File: src/pkg/cs_freeze_pkg.sv
package cs_freeze_pkg;

  // register indices; byte address is four times the index
  localparam logic [5:0] IDX_HOLD_CFG   = 6'h11;
  localparam logic [5:0] IDX_GAIN_CFG   = 6'h12;
  localparam logic [5:0] IDX_CTRL       = 6'h18;
  localparam logic [5:0] IDX_STATUS     = 6'h19;
  localparam logic [5:0] IDX_IRQ_STATUS = 6'h1A;
  localparam logic [5:0] IDX_IRQ_MASK   = 6'h1B;

  localparam logic [7:0]  HOLD_CFG_RST = 8'h65;
  localparam logic [7:0]  GAIN_CFG_RST = 8'h75;
  localparam logic [11:0] CTRL_RST     = 12'h040;
  localparam logic [2:0]  IRQ_MASK_RST = 3'h0;

  // irq status bit positions
  localparam int IRQ_CS_SET  = 0;
  localparam int IRQ_CS_CLR  = 1;
  localparam int IRQ_FRZ_END = 2;

  // ctrl field positions
  localparam int CTRL_LEVEL_LSB = 0;
  localparam int CTRL_DIV_LSB   = 8;
  localparam int CTRL_PIN_BIT   = 11;

  // status field positions
  localparam int STAT_CS_BIT    = 0;
  localparam int STAT_FRZ_BIT   = 1;
  localparam int STAT_GAIN_LSB  = 2;
  localparam int STAT_RSSI_LSB  = 8;

  // hold lengths in filter clocks; code 7 freezes without end
  localparam logic [2:0] HOLD_FOREVER = 3'h7;
  localparam logic [5:0] HOLD_FC [0:7] = '{6'h10, 6'h14, 6'h18, 6'h1C,
                                           6'h20, 6'h28, 6'h30, 6'h00};
  // extra hold is this many converter clocks shifted left by its code
  localparam logic [7:0] EXTRA_BASE = 8'h10;
  localparam logic [4:0] AVG_BASE   = 5'h02;

  // second low-noise stage gain codes
  localparam logic [1:0] LNA_MIN = 2'h0;
  localparam logic [1:0] LNA_MED = 2'h1;
  localparam logic [1:0] LNA_MAX = 2'h2;

  typedef struct packed {
    logic [1:0] cs_assert_count;
    logic       cs_deassert_count;
    logic [2:0] gain_change_hold;
    logic [1:0] extra_hold_time;
  } hold_cfg_s;

  typedef struct packed {
    logic       lna_gain_floor;
    logic       lna_gain_ceiling;
    logic [1:0] lna_switch_point;
    logic       agc_disable;
    logic       agc_hysteresis;
    logic [1:0] magnitude_average_len;
  } gain_cfg_s;

endpackage

File: src/design/carrier_sense_gain_freeze_ctrl.sv
// Function
// - assert after cs_assert_count+1 samples at/above level
// - carrier sense drives status pin when enabled
// - clear after one or two samples below
// - hold codes 0-6 give 16..48 filter clocks
// - hold code 7 freezes levels indefinitely
// - freeze loops after set switch, unlock, power-up
// - extra freeze 16/32/64/128 converter clocks
// - floor is minimum or medium gain
// - ceiling is medium or maximum gain
// - strength sample averages 2/4/8/16 magnitudes
// - filter clock is converter clock over divisor plus one
`timescale 1ns/1ps
`default_nettype none

module carrier_sense_gain_freeze_ctrl
  import cs_freeze_pkg::*;
(
  input  wire logic        CLK_SYS_IN,
  input  wire logic        RESET_IN,
  input  wire logic        HSEL_IN,
  input  wire logic [31:0] HADDR_IN,
  input  wire logic [1:0]  HTRANS_IN,
  input  wire logic        HWRITE_IN,
  input  wire logic [2:0]  HSIZE_IN,
  input  wire logic [31:0] HWDATA_IN,
  input  wire logic        HREADY_IN,
  output logic      [31:0] HRDATA_OUT,
  output logic             HREADYOUT_OUT,
  output logic             HRESP_OUT,
  input  wire logic        ADC_CLK_IN,
  input  wire logic        MAG_VALID_IN,
  input  wire logic [7:0]  MAG_IN,
  input  wire logic        FREQ_SET_SWITCH_IN,
  input  wire logic        PLL_UNLOCK_IN,
  input  wire logic        RX_POWERUP_IN,
  input  wire logic [1:0]  LNA_GAIN_REQ_IN,
  output logic             CARRIER_SENSE_OUT,
  output logic             STATUS_PIN_OUT,
  output logic [7:0]       RSSI_OUT,
  output logic             FREEZE_OUT,
  output logic [1:0]       LNA_GAIN_OUT,
  output logic             IRQ_OUT
);

  hold_cfg_s   hold_cfg_q, hold_cfg_d;
  gain_cfg_s   gain_cfg_q, gain_cfg_d;
  logic [11:0] ctrl_q, ctrl_d;
  logic [2:0]  irq_st_q, irq_st_d;
  logic [2:0]  irq_mask_q, irq_mask_d;
  logic        irq_q, irq_d;
  logic        wr_pend_q, wr_pend_d;
  logic [5:0]  wr_idx_q, wr_idx_d;
  logic [31:0] rdata_q, rdata_d;
  logic        ready_q;
  logic        resp_q;
  logic [2:0]  irq_ev;
  logic [5:0]  a_idx;
  logic        a_take;

  logic        adc_s1_q, adc_s2_q, adc_s3_q;
  logic        adc_tick;
  logic [2:0]  fdiv_q, fdiv_d;
  logic        ftick;

  logic [11:0] acc_q, acc_d;
  logic [4:0]  nsmp_q, nsmp_d;
  logic [7:0]  rssi_q, rssi_d;
  logic        smp_q, smp_d;
  logic [11:0] acc_sum;
  logic [4:0]  nsmp_inc;

  logic        cs_q, cs_d;
  logic [2:0]  above_q, above_d;
  logic [1:0]  below_q, below_d;
  logic        pin_q, pin_d;

  logic [5:0]  wait_q, wait_d;
  logic [7:0]  extra_q, extra_d;
  logic        frz_q, frz_d;
  logic        trig;

  logic [1:0]  lna_q, lna_d;
  logic        chg_q, chg_d;
  logic [1:0]  g_floor, g_ceil, g_tgt;

  // bus
  assign a_idx  = HADDR_IN[7:2];
  assign a_take = HSEL_IN && HTRANS_IN[1] && HREADY_IN && (HADDR_IN[31:8] == 24'h00_0000);

  always_comb begin
    hold_cfg_d = hold_cfg_q;
    gain_cfg_d = gain_cfg_q;
    ctrl_d     = ctrl_q;
    irq_mask_d = irq_mask_q;
    wr_pend_d  = a_take && HWRITE_IN;
    wr_idx_d   = a_idx;
    rdata_d    = 32'h0000_0000;
    irq_st_d   = irq_st_q;
    if (wr_pend_q) begin
      unique case (wr_idx_q)
        IDX_HOLD_CFG:   hold_cfg_d = HWDATA_IN[7:0];
        IDX_GAIN_CFG:   gain_cfg_d = HWDATA_IN[7:0];
        IDX_CTRL:       ctrl_d     = HWDATA_IN[11:0];
        IDX_IRQ_STATUS: irq_st_d   = irq_st_q & ~HWDATA_IN[2:0];
        IDX_IRQ_MASK:   irq_mask_d = HWDATA_IN[2:0];
        default: ;
      endcase
    end
    // set wins over a clear in the same cycle
    irq_st_d = irq_st_d | irq_ev;
    if (a_take && !HWRITE_IN) begin
      unique case (a_idx)
        IDX_HOLD_CFG:   rdata_d[7:0]  = hold_cfg_q;
        IDX_GAIN_CFG:   rdata_d[7:0]  = gain_cfg_q;
        IDX_CTRL:       rdata_d[11:0] = ctrl_q;
        IDX_STATUS: begin
          rdata_d[STAT_CS_BIT]                  = cs_q;
          rdata_d[STAT_FRZ_BIT]                 = frz_q;
          rdata_d[STAT_GAIN_LSB +: 2]           = lna_q;
          rdata_d[STAT_RSSI_LSB +: 8]           = rssi_q;
        end
        IDX_IRQ_STATUS: rdata_d[2:0]  = irq_st_q;
        IDX_IRQ_MASK:   rdata_d[2:0]  = irq_mask_q;
        default: ;
      endcase
    end
    irq_d = |(irq_st_d & irq_mask_d);
  end

  always_ff @(posedge CLK_SYS_IN) begin
    if (RESET_IN) begin
      hold_cfg_q <= HOLD_CFG_RST;
      gain_cfg_q <= GAIN_CFG_RST;
      ctrl_q     <= CTRL_RST;
      irq_st_q   <= 3'h0;
      irq_mask_q <= IRQ_MASK_RST;
      irq_q      <= 1'b0;
      wr_pend_q  <= 1'b0;
      wr_idx_q   <= 6'h00;
      rdata_q    <= 32'h0000_0000;
      ready_q    <= 1'b0;
      resp_q     <= 1'b0;
    end else begin
      hold_cfg_q <= hold_cfg_d;
      gain_cfg_q <= gain_cfg_d;
      ctrl_q     <= ctrl_d;
      irq_st_q   <= irq_st_d;
      irq_mask_q <= irq_mask_d;
      irq_q      <= irq_d;
      wr_pend_q  <= wr_pend_d;
      wr_idx_q   <= wr_idx_d;
      rdata_q    <= rdata_d;
      // zero wait states; always okay
      ready_q    <= 1'b1;
      resp_q     <= 1'b0;
    end
  end

  // converter clock pin: two stages before the edge detector
  always_ff @(posedge CLK_SYS_IN) begin
    if (RESET_IN) begin
      adc_s1_q <= 1'b0;
      adc_s2_q <= 1'b0;
      adc_s3_q <= 1'b0;
    end else begin
      adc_s1_q <= ADC_CLK_IN;
      adc_s2_q <= adc_s1_q;
      adc_s3_q <= adc_s2_q;
    end
  end
  assign adc_tick = adc_s2_q && !adc_s3_q;

  // filter clock: one per divisor-plus-one converter clocks
  assign ftick = adc_tick && (fdiv_q == ctrl_q[CTRL_DIV_LSB +: 3]);
  always_comb begin
    fdiv_d = fdiv_q;
    if (ftick) begin
      fdiv_d = 3'h0;
    end else if (adc_tick) begin
      fdiv_d = fdiv_q + 3'h1;
    end
  end

  // magnitude averaging, held while frozen
  assign acc_sum  = acc_q + {4'h0, MAG_IN};
  assign nsmp_inc = nsmp_q + 5'h01;
  always_comb begin
    acc_d  = acc_q;
    nsmp_d = nsmp_q;
    rssi_d = rssi_q;
    smp_d  = 1'b0;
    if (MAG_VALID_IN && !frz_q) begin
      if (nsmp_inc == (AVG_BASE << gain_cfg_q.magnitude_average_len)) begin
        acc_d  = 12'h000;
        nsmp_d = 5'h00;
        // widened sum so code 3 shifts by four instead of wrapping to zero
        rssi_d = 8'(acc_sum >> ({1'b0, gain_cfg_q.magnitude_average_len} + 3'h1));
        smp_d  = 1'b1;
      end else begin
        acc_d  = acc_sum;
        nsmp_d = nsmp_inc;
      end
    end
  end

  // carrier sense qualification
  always_comb begin
    cs_d    = cs_q;
    above_d = above_q;
    below_d = below_q;
    if (smp_q) begin
      if (rssi_q >= ctrl_q[CTRL_LEVEL_LSB +: 8]) begin
        below_d = 2'h0;
        if (!cs_q) begin
          if (above_q == {1'b0, hold_cfg_q.cs_assert_count}) begin
            cs_d    = 1'b1;
            above_d = 3'h0;
          end else begin
            above_d = above_q + 3'h1;
          end
        end
      end else begin
        above_d = 3'h0;
        if (cs_q) begin
          if (below_q == {1'b0, hold_cfg_q.cs_deassert_count}) begin
            cs_d    = 1'b0;
            below_d = 2'h0;
          end else begin
            below_d = below_q + 2'h1;
          end
        end
      end
    end
    pin_d = cs_d && ctrl_q[CTRL_PIN_BIT];
  end

  // freeze timers
  assign trig = FREQ_SET_SWITCH_IN || PLL_UNLOCK_IN || RX_POWERUP_IN;
  always_comb begin
    wait_d  = wait_q;
    extra_d = extra_q;
    if (trig) begin
      wait_d  = HOLD_FC[hold_cfg_q.gain_change_hold];
      extra_d = EXTRA_BASE << hold_cfg_q.extra_hold_time;
    end else begin
      if (chg_q) begin
        wait_d = HOLD_FC[hold_cfg_q.gain_change_hold];
      end else if (ftick && (wait_q != 6'h00)) begin
        wait_d = wait_q - 6'h01;
      end
      if (adc_tick && (extra_q != 8'h00)) begin
        extra_d = extra_q - 8'h01;
      end
    end
    frz_d = (hold_cfg_q.gain_change_hold == HOLD_FOREVER) ||
            (wait_d != 6'h00) || (extra_d != 8'h00);
  end

  // second low-noise stage limits
  assign g_floor = gain_cfg_q.lna_gain_floor ? LNA_MED : LNA_MIN;
  assign g_ceil  = gain_cfg_q.lna_gain_ceiling ? LNA_MAX : LNA_MED;
  always_comb begin
    if (LNA_GAIN_REQ_IN < g_floor) begin
      g_tgt = g_floor;
    end else if (LNA_GAIN_REQ_IN > g_ceil) begin
      g_tgt = g_ceil;
    end else begin
      g_tgt = LNA_GAIN_REQ_IN;
    end
    lna_d = lna_q;
    chg_d = 1'b0;
    // gain is held while frozen so the loops settle on a stable level
    if (!frz_q && (g_tgt != lna_q)) begin
      lna_d = g_tgt;
      chg_d = 1'b1;
    end
  end

  assign irq_ev[IRQ_CS_SET]  = cs_d && !cs_q;
  assign irq_ev[IRQ_CS_CLR]  = !cs_d && cs_q;
  assign irq_ev[IRQ_FRZ_END] = frz_q && !frz_d;

  always_ff @(posedge CLK_SYS_IN) begin
    if (RESET_IN) begin
      fdiv_q  <= 3'h0;
      acc_q   <= 12'h000;
      nsmp_q  <= 5'h00;
      rssi_q  <= 8'h00;
      smp_q   <= 1'b0;
      cs_q    <= 1'b0;
      above_q <= 3'h0;
      below_q <= 2'h0;
      pin_q   <= 1'b0;
      wait_q  <= 6'h00;
      extra_q <= 8'h00;
      frz_q   <= 1'b0;
      lna_q   <= LNA_MIN;
      chg_q   <= 1'b0;
    end else begin
      fdiv_q  <= fdiv_d;
      acc_q   <= acc_d;
      nsmp_q  <= nsmp_d;
      rssi_q  <= rssi_d;
      smp_q   <= smp_d;
      cs_q    <= cs_d;
      above_q <= above_d;
      below_q <= below_d;
      pin_q   <= pin_d;
      wait_q  <= wait_d;
      extra_q <= extra_d;
      frz_q   <= frz_d;
      lna_q   <= lna_d;
      chg_q   <= chg_d;
    end
  end

  assign HRDATA_OUT        = rdata_q;
  assign HREADYOUT_OUT     = ready_q;
  assign HRESP_OUT         = resp_q;
  assign CARRIER_SENSE_OUT = cs_q;
  assign STATUS_PIN_OUT    = pin_q;
  assign RSSI_OUT          = rssi_q;
  assign FREEZE_OUT        = frz_q;
  assign LNA_GAIN_OUT      = lna_q;
  assign IRQ_OUT           = irq_q;

endmodule

`default_nettype wire

File: config.mk
export PLATFORM = sky130hd
export DESIGN_NAME = carrier_sense_gain_freeze_ctrl
export DESIGN_NICKNAME = d
export VERILOG_FILES = /design/src/pkg/cs_freeze_pkg.sv /design/src/design/carrier_sense_gain_freeze_ctrl.sv
export SDC_FILE = /design/constraint.sdc
export NUM_CORES = 1
export LEC_CHECK = 0
export ABC_AREA = 1
export BUFFER_PORTS_ARGS = -buffer_cell sky130_fd_sc_hd__buf_2
export CAP_MARGIN = 20
export CORE_MARGIN = 5
export CORE_UTILIZATION = 35
export CTS_BUF_LIST = sky130_fd_sc_hd__clkbuf_8
export CTS_CLUSTER_DIAMETER = 60
export DETAILED_ROUTE_END_ITERATION = 8
export SYNTH_ARGS = -nofsm -noshare
export SYNTH_HDL_FRONTEND = slang
export SYNTH_SLANG_ARGS = --single-unit
File: constraint.sdc
create_clock -name CLK_SYS_IN -period 2.4 [get_ports CLK_SYS_IN]
set_input_delay 0.36 -clock CLK_SYS_IN [delete_from_list [all_inputs] [get_ports CLK_SYS_IN]]
set_output_delay 0.36 -clock CLK_SYS_IN [all_outputs]
set_load 0.1 [all_outputs]
# --- After elaboration in Yosys (flattened, before gate mapping) ---
# Memories as Yosys holds them, arrays and structs flattened.
# Cells that the tools add are included.
totals:
  memories: 1
  input_bits: 89
  mem_bits_ro: 48
  output_inout_bits: 48
  regBits: 132
  elab_cells: 157
mem_list:
  columns: ["name", "words", "width", "read_ports", "rd_ports_with_merged_regs", "write_ports", "line", "rtl"]
  rows:
  - ["(no name shown)", 8, 6, 1, 0, 0, "carrier_sense_gain_freeze_ctrl.sv:248", "wait_d = HOLD_FC[hold_cfg_q.gain_change_hold];"]
op_classes:
  eq_ne: 18
  add_sub_neg: 8
  muxes: 36
  n_bitwise: 8
  n_reduce_logical: 42
  shifts: 3
  n_lt_le_gt_ge: 4
op_table:
  columns: ["operator", "n"]
  rows:
  - ["$eq A6 B5 Y1 const B", 11]
  - ["$mux W6", 5]
  - ["$logic_not A24 Y1", 1]
  - ["$mux W3", 7]
  - ["$pmux W3 S6", 1]
  - ["$mux W8", 2]
  - ["$reduce_bool A8 Y1", 2]
  - ["$logic_and A1 B1 Y1", 15]
  - ["$add A12 B8 Y12", 1]
  - ["$mux W12", 1]
  - ["$mux W2", 6]
  - ["$pmux W4 S3", 1]
  - ["$reduce_and A2 Y1", 6]
  - ["$reduce_bool A6 Y1", 2]
  - ["$shr A12 B3 Y8", 1]
  - ["$mux W1", 10]
  - ["$ge A8 B8 Y1", 1]
  - ["$pmux W4 S2", 1]
  - ["$shl A5 B2 Y8 const A", 1]
  - ["$sub A8 B1 Y8 const B", 1]
  - ["$add A3 B1 Y3 const B", 2]
  - ["$and A3 B3 Y3", 2]
  - ["$logic_not A1 Y1", 6]
  - ["$reduce_or A2 Y1", 3]
  - ["other kinds (24)", 30]

# --- Longest topological paths before layout ---
depth:
  ltp_word: 15
  ltp_mapped: 16
  ltp_nobuf: 16

# --- Worst setup path before layout ---
# Ideal clock, no wire load.
synth_timing:
  kind: "register to register"
  from: "reg rssi_q[0] (netlist: RSSI_OUT[0])"
  to: "reg irq_q (netlist: IRQ_OUT)"
  synth_period_minus_slack_ps: 2425
  slack_ps: -25
  arrival_ps: 2313
  stages_incl_launch_ff: 16
  setup_time_ps: 112
  path_cell_list: "dfxtp_1 inv_1 ha_1 inv_1 a21oi_1 o21ai_0 nand2_1 nand3_1 o211ai_1 and2_1 nand2_1 nand2_1 nand2_1 nand2_1 inv_1 nand2_1"
synth_between:
  elab_chain_cells: 8
  elab_cells_between_ends: 9
synth_rtl:
  columns: ["element", "line", "rtl"]
  rows:
  - ["start, declared", "carrier_sense_gain_freeze_ctrl.sv:68", "logic [7:0] rssi_q, rssi_d;"]
  - ["start signal, assigned", "carrier_sense_gain_freeze_ctrl.sv:304", "rssi_q <= rssi_d;"]
  - ["$ge A8 B8 Y1 (*)", "carrier_sense_gain_freeze_ctrl.sv:213", "if (rssi_q >= ctrl_q[CTRL_LEVEL_LSB +: 8]) begin"]
  - ["$mux W1 (*)", "carrier_sense_gain_freeze_ctrl.sv:213", null]
  - ["$mux W1 (*)", "carrier_sense_gain_freeze_ctrl.sv:212", "if (smp_q) begin"]
  - ["$logic_not A1 Y1", "carrier_sense_gain_freeze_ctrl.sv:281", "assign irq_ev[IRQ_CS_CLR] = !cs_d && cs_q;"]
  - ["$logic_and A1 B1 Y1", "carrier_sense_gain_freeze_ctrl.sv:281", null]
  - ["$or A3 B3 Y3 (*)", "carrier_sense_gain_freeze_ctrl.sv:111", "irq_st_d = irq_st_d | irq_ev;"]
  - ["$and A3 B3 Y3 (*)", "carrier_sense_gain_freeze_ctrl.sv:128", "irq_d = |(irq_st_d & irq_mask_d);"]
  - ["$reduce_or A3 Y1 (*)", "carrier_sense_gain_freeze_ctrl.sv:128", null]
  - ["end signal, assigned", "carrier_sense_gain_freeze_ctrl.sv:150", "irq_q <= irq_d;"]
  - ["end, declared", "carrier_sense_gain_freeze_ctrl.sv:51", "logic irq_q, irq_d;"]
# Mark *: on every way between the ends. The rest lies on a longest branch, timed or not.
# A chain may end at the register's enable or synchronous reset.

# --- Worst setup path in the final report ---
layout_timing:
  from: "reg acc_q[0]"
  to: "reg rssi_q[4] (netlist: RSSI_OUT[4])"
layout_between:
  elab_chain_cells: 2
layout_rtl:
  columns: ["element", "line", "rtl"]
  rows:
  - ["start, declared", "carrier_sense_gain_freeze_ctrl.sv:66", "logic [11:0] acc_q, acc_d;"]
  - ["start signal, assigned", "carrier_sense_gain_freeze_ctrl.sv:287", "acc_q <= 12'h000;"]
  - ["start signal, assigned", "carrier_sense_gain_freeze_ctrl.sv:302", "acc_q <= acc_d;"]
  - ["$add A12 B8 Y12", "carrier_sense_gain_freeze_ctrl.sv:186", "assign acc_sum = acc_q + {4'h0, MAG_IN};"]
  - ["$shr A12 B3 Y8", "carrier_sense_gain_freeze_ctrl.sv:198", "rssi_d = 8'(acc_sum >> ({1'b0, gain_cfg_q.magnitude_average_len} + 3'h1));"]
# Every way passes these cells.

==> run metrics <==
max_cap viols 0; area leader, netlist dfxtp_1; clock-pin slew on the worst setup and hold paths 0.07 ns; H-tree Lvls 4; Avg WL per Cell 13.76 um; CTS root buffer clkbuf_8; core area 17,300 um^2; first-pass GRT wire length 26.99 mm; Routed Antenna Nets 0; Routed met2 length 7.868 mm; r2r setup slk 0.21 ns; number of global-route vias before repair 5,503; # rows 48; min-delay worst type input pin to flip-flop; Final Util 42.32%; Total Power 4.689 mW; num ports 137; synth top area cells dfxtp_1 (38%), nand2_1 (12%), inv_1 (6.7%), a21oi_1 (5.3%), nor2_1 (5.3%); Num CTS Buffers 17; Worst setup EP type flip-flop; Startpoint Class flip-flop; yosys warns 0; insertion delay to the later sink of the worst-skew pair 0.44 ns; sequential power share 42.2%; worst-margin pin slew 0.6773 ns; Cell variety after synth 52; WP depth 13; gpl congestion 0.8843; CTS tree yes; final wirelength 16.61 mm; crit path max fanout 3; CP bufs+invs 1; worst rel slew slack 54.46%; Worst EP required 2.74 ns; #FFs+latches synth 116; clk sinks 116; count leader, synth nand2_1; LEAKAGE 3.379 nW; switching share of power 26.64%; Most common cell on crit path nand3_1; Slew Viols, Final 0; internal power 3.440 mW; initial DRC count 286; post-DR vias/cell 4.752; final period utilization 91.28%; worst setup path end RSSI_OUT[4]; highest metal used met4; most common library cells after synthesis nand2_1 (194), dfxtp_1 (116), inv_1 (109); crit path kind flip-flop to flip-flop; Post-synth ARST share 0%; Final Skew 0.007560 ns; TritonRoute pass-1 iters 5; initial core utilization 35.55%; WL met3 880 um; Post-Synthesis Cells 861; Syn Area/Cell 7.141 um^2; share of the synthesized area in the top cell type 37.77%; status finished clean; # nets final 1,082; fmax 456.5 MHz; Die Wd 142.5 um; Final WS setup 0.2092 ns; fin crit period 2.191 ns; share of power burned in combinational logic 11.6%; Final Hold Vio Count 0; crit-path cells ha_1 > fa_1 > nand3_1 > nand3_2 > a21oi_2 > nor2_1 > nor2_1 > xor2_1 > nand2_1 > nand3_1 > nand3_1 > nand2_1 > inv_1; IR drop worst, VDD 0.4501 mV; r2r endpoint RSSI_OUT[4]; largest net degree at the start of global routing 57; Seq/Total Area, Yosys 37.77%; Layout area overhead 19.05%; R2R cell count 13; clock network fraction of design power 46.1%; total congestion overflow 0; sw power 1.249 mW; Synth Flop Type dfxtp_1; dpl ws -0.0008049 ns; hold buffer count at cts 0; EDFF count, synth 0; Setup TNS 0 ns; synthesized area 6148 um^2; RSZ-0062 raised after global routing false; Setup-failing EPs final 0; Die H 142.5 um; Crit path arrival time 2.53 ns; overall routing resource usage 16.69%; Slowest-stage cell, CP fa_1; CP delay by family, top simple AND/OR/NAND/NOR gates; pwr dens 640.6 nW/um^2; initial antenna violation count 0; Setup crit start acc_q[0]; Post-CTS Setup Inserts 0; # diodes 0; layout cells sized above 1 18.13%; worst reg2reg path startpoint acc_q[0]; metal1 wirelength 7.696 mm; Post-DP HPWL 12.66 mm; Vias 5,736; max incr delay on CP 0.41 ns; number of port buffers 93; DIE AREA 20,320 um^2; drt drc 0; clk buf depth 2
-- state kept, by name, indices dropped and copies added, names as in the netlist, 8 cells and up --
register and flops:
acc_q 12, hold_cfg_q 8, RSSI_OUT 8, HRDATA_OUT 16
ctrl_q 12, gain_cfg_q 8, extra_q 8
-- worst min-delay path by stage --
| stage | startpoint | to | depth (start not counted) |
|---|---|---|---|
| 2_1_floorplan | adc_s1_q | adc_s2_q | 2 |
| 3_3_place_gp | adc_s1_q | adc_s2_q | 2 |
| 3_5_place_dp | adc_s1_q | adc_s2_q | 2 |
| 4_1_cts | HADDR_IN[7] | wr_idx_q[5] | 3 |
| 5_1_grt | ADC_CLK_IN | adc_s1_q | 3 |
| 6_report | HADDR_IN[7] | wr_idx_q[5] | 3 |
-- per-layer routing --
metal | GRT usage [%] | vias to the layer above
met5 | 0 | -
met4 | 3.952 | 0
met3 | 3.864 | 14
met2 | 28.78 | 119
met1 | 21.18 | 2605
li1 | - | 2998
-- power by group through the flow --
stage / clock network [mW] / logic [mW] / registers [mW]
2_1_floorplan: 0 / 0.386 / 2.06
3_3_place_gp: 0 / 0.539 / 2.02
3_5_place_dp: 0 / 0.542 / 2.02
4_1_cts: 2.19 / 0.544 / 1.98
5_1_grt: 2.28 / 0.599 / 1.98
6_report: 2.16 / 0.545 / 1.98
-- stage by stage --
stage,area (um^2),instances,hold WS (ns)
CTS,7311,1207,0.1111
floorplan,6210,877,0.3883
detailed placement,6842,1175,0.4020
global route,7320,1207,0.1182
global placement,6842,1175,0.3922
finish,7320,1207,0.1292
-- what timing repair did --
item | in CTS | in global routing
hold endpoints to repair | 0 | 0
setup endpoints to repair | 0 | 3
resized for setup | 0 | 2
-- layout make-up --
| type | count | area [um^2] |
|---|---|---|
| multi-input combinational | 608 | 3216 |
| timing repair buffer | 109 | 585.6 |
| clock buffer | 21 | 289.0 |
| inverter | 117 | 444.2 |
| clock inverter | 11 | 180.2 |
| fill | 1815 | 9977 |
| sequential | 116 | 2323 |
| tap | 225 | 281.5 |
-- worst reg2reg max path: cells and delay by family (launching register included) --
| family | cells | cell delay, ns |
|---|---|---|
| AOI/OAI and AO/OA | 1 | 0.14 |
| xor gates and xnor gates | 1 | 0.26 |
| adders and majority gates | 2 | 0.61 |
| buffers and inverters | 1 | 0.03 |
| DFF | 1 | 0.32 |
| and+or+nand+nor | 8 | 0.74 |
-- placed cells by master (no fill, tap or decap), drive strengths merged --
master    netlist  routed
nor2           93      93
bufinv          0       5
dfxtp         116     116
and2            1       1
clkinv          2       5
xor2           14      14
o211ai         10      10
nor3            9       9
conb            1      17
inv           115     117
clkinvlp        0       1
a22oi           2       2
nor4           10      10
nand2         199     199
a21oi          67      67
o21a            2       2
o22ai           7       7
xnor2           6       6
fa              1       1
nand3          55      55
a211oi          1       1
ha             23      23
o221a           1       1
or2             5       5
o21ai          48      48
buf            24     109
a221oi          3       3
o21bai          1       1
a31oi          10      10
nor3b           2       2
o31ai           4       4
nand4          11      11
mux2i           3       3
nand3b          3       3
clkbuf         12      21
-- logic make-up after synthesis --
family                   Yosys count  synth area share, %
flip-flops                       116                37.77
AO/OA/AOI/OAI                    156                14.51
other                              1              0.06099
multiplexers                       3               0.4884
adder cells (fa/ha/maj)           24                5.006
XOR/XNOR                          20                2.849
buffers and inverters            153                11.15
AND/OR/NAND/NOR                  388                28.16
(Power assumes the default switching activity.)
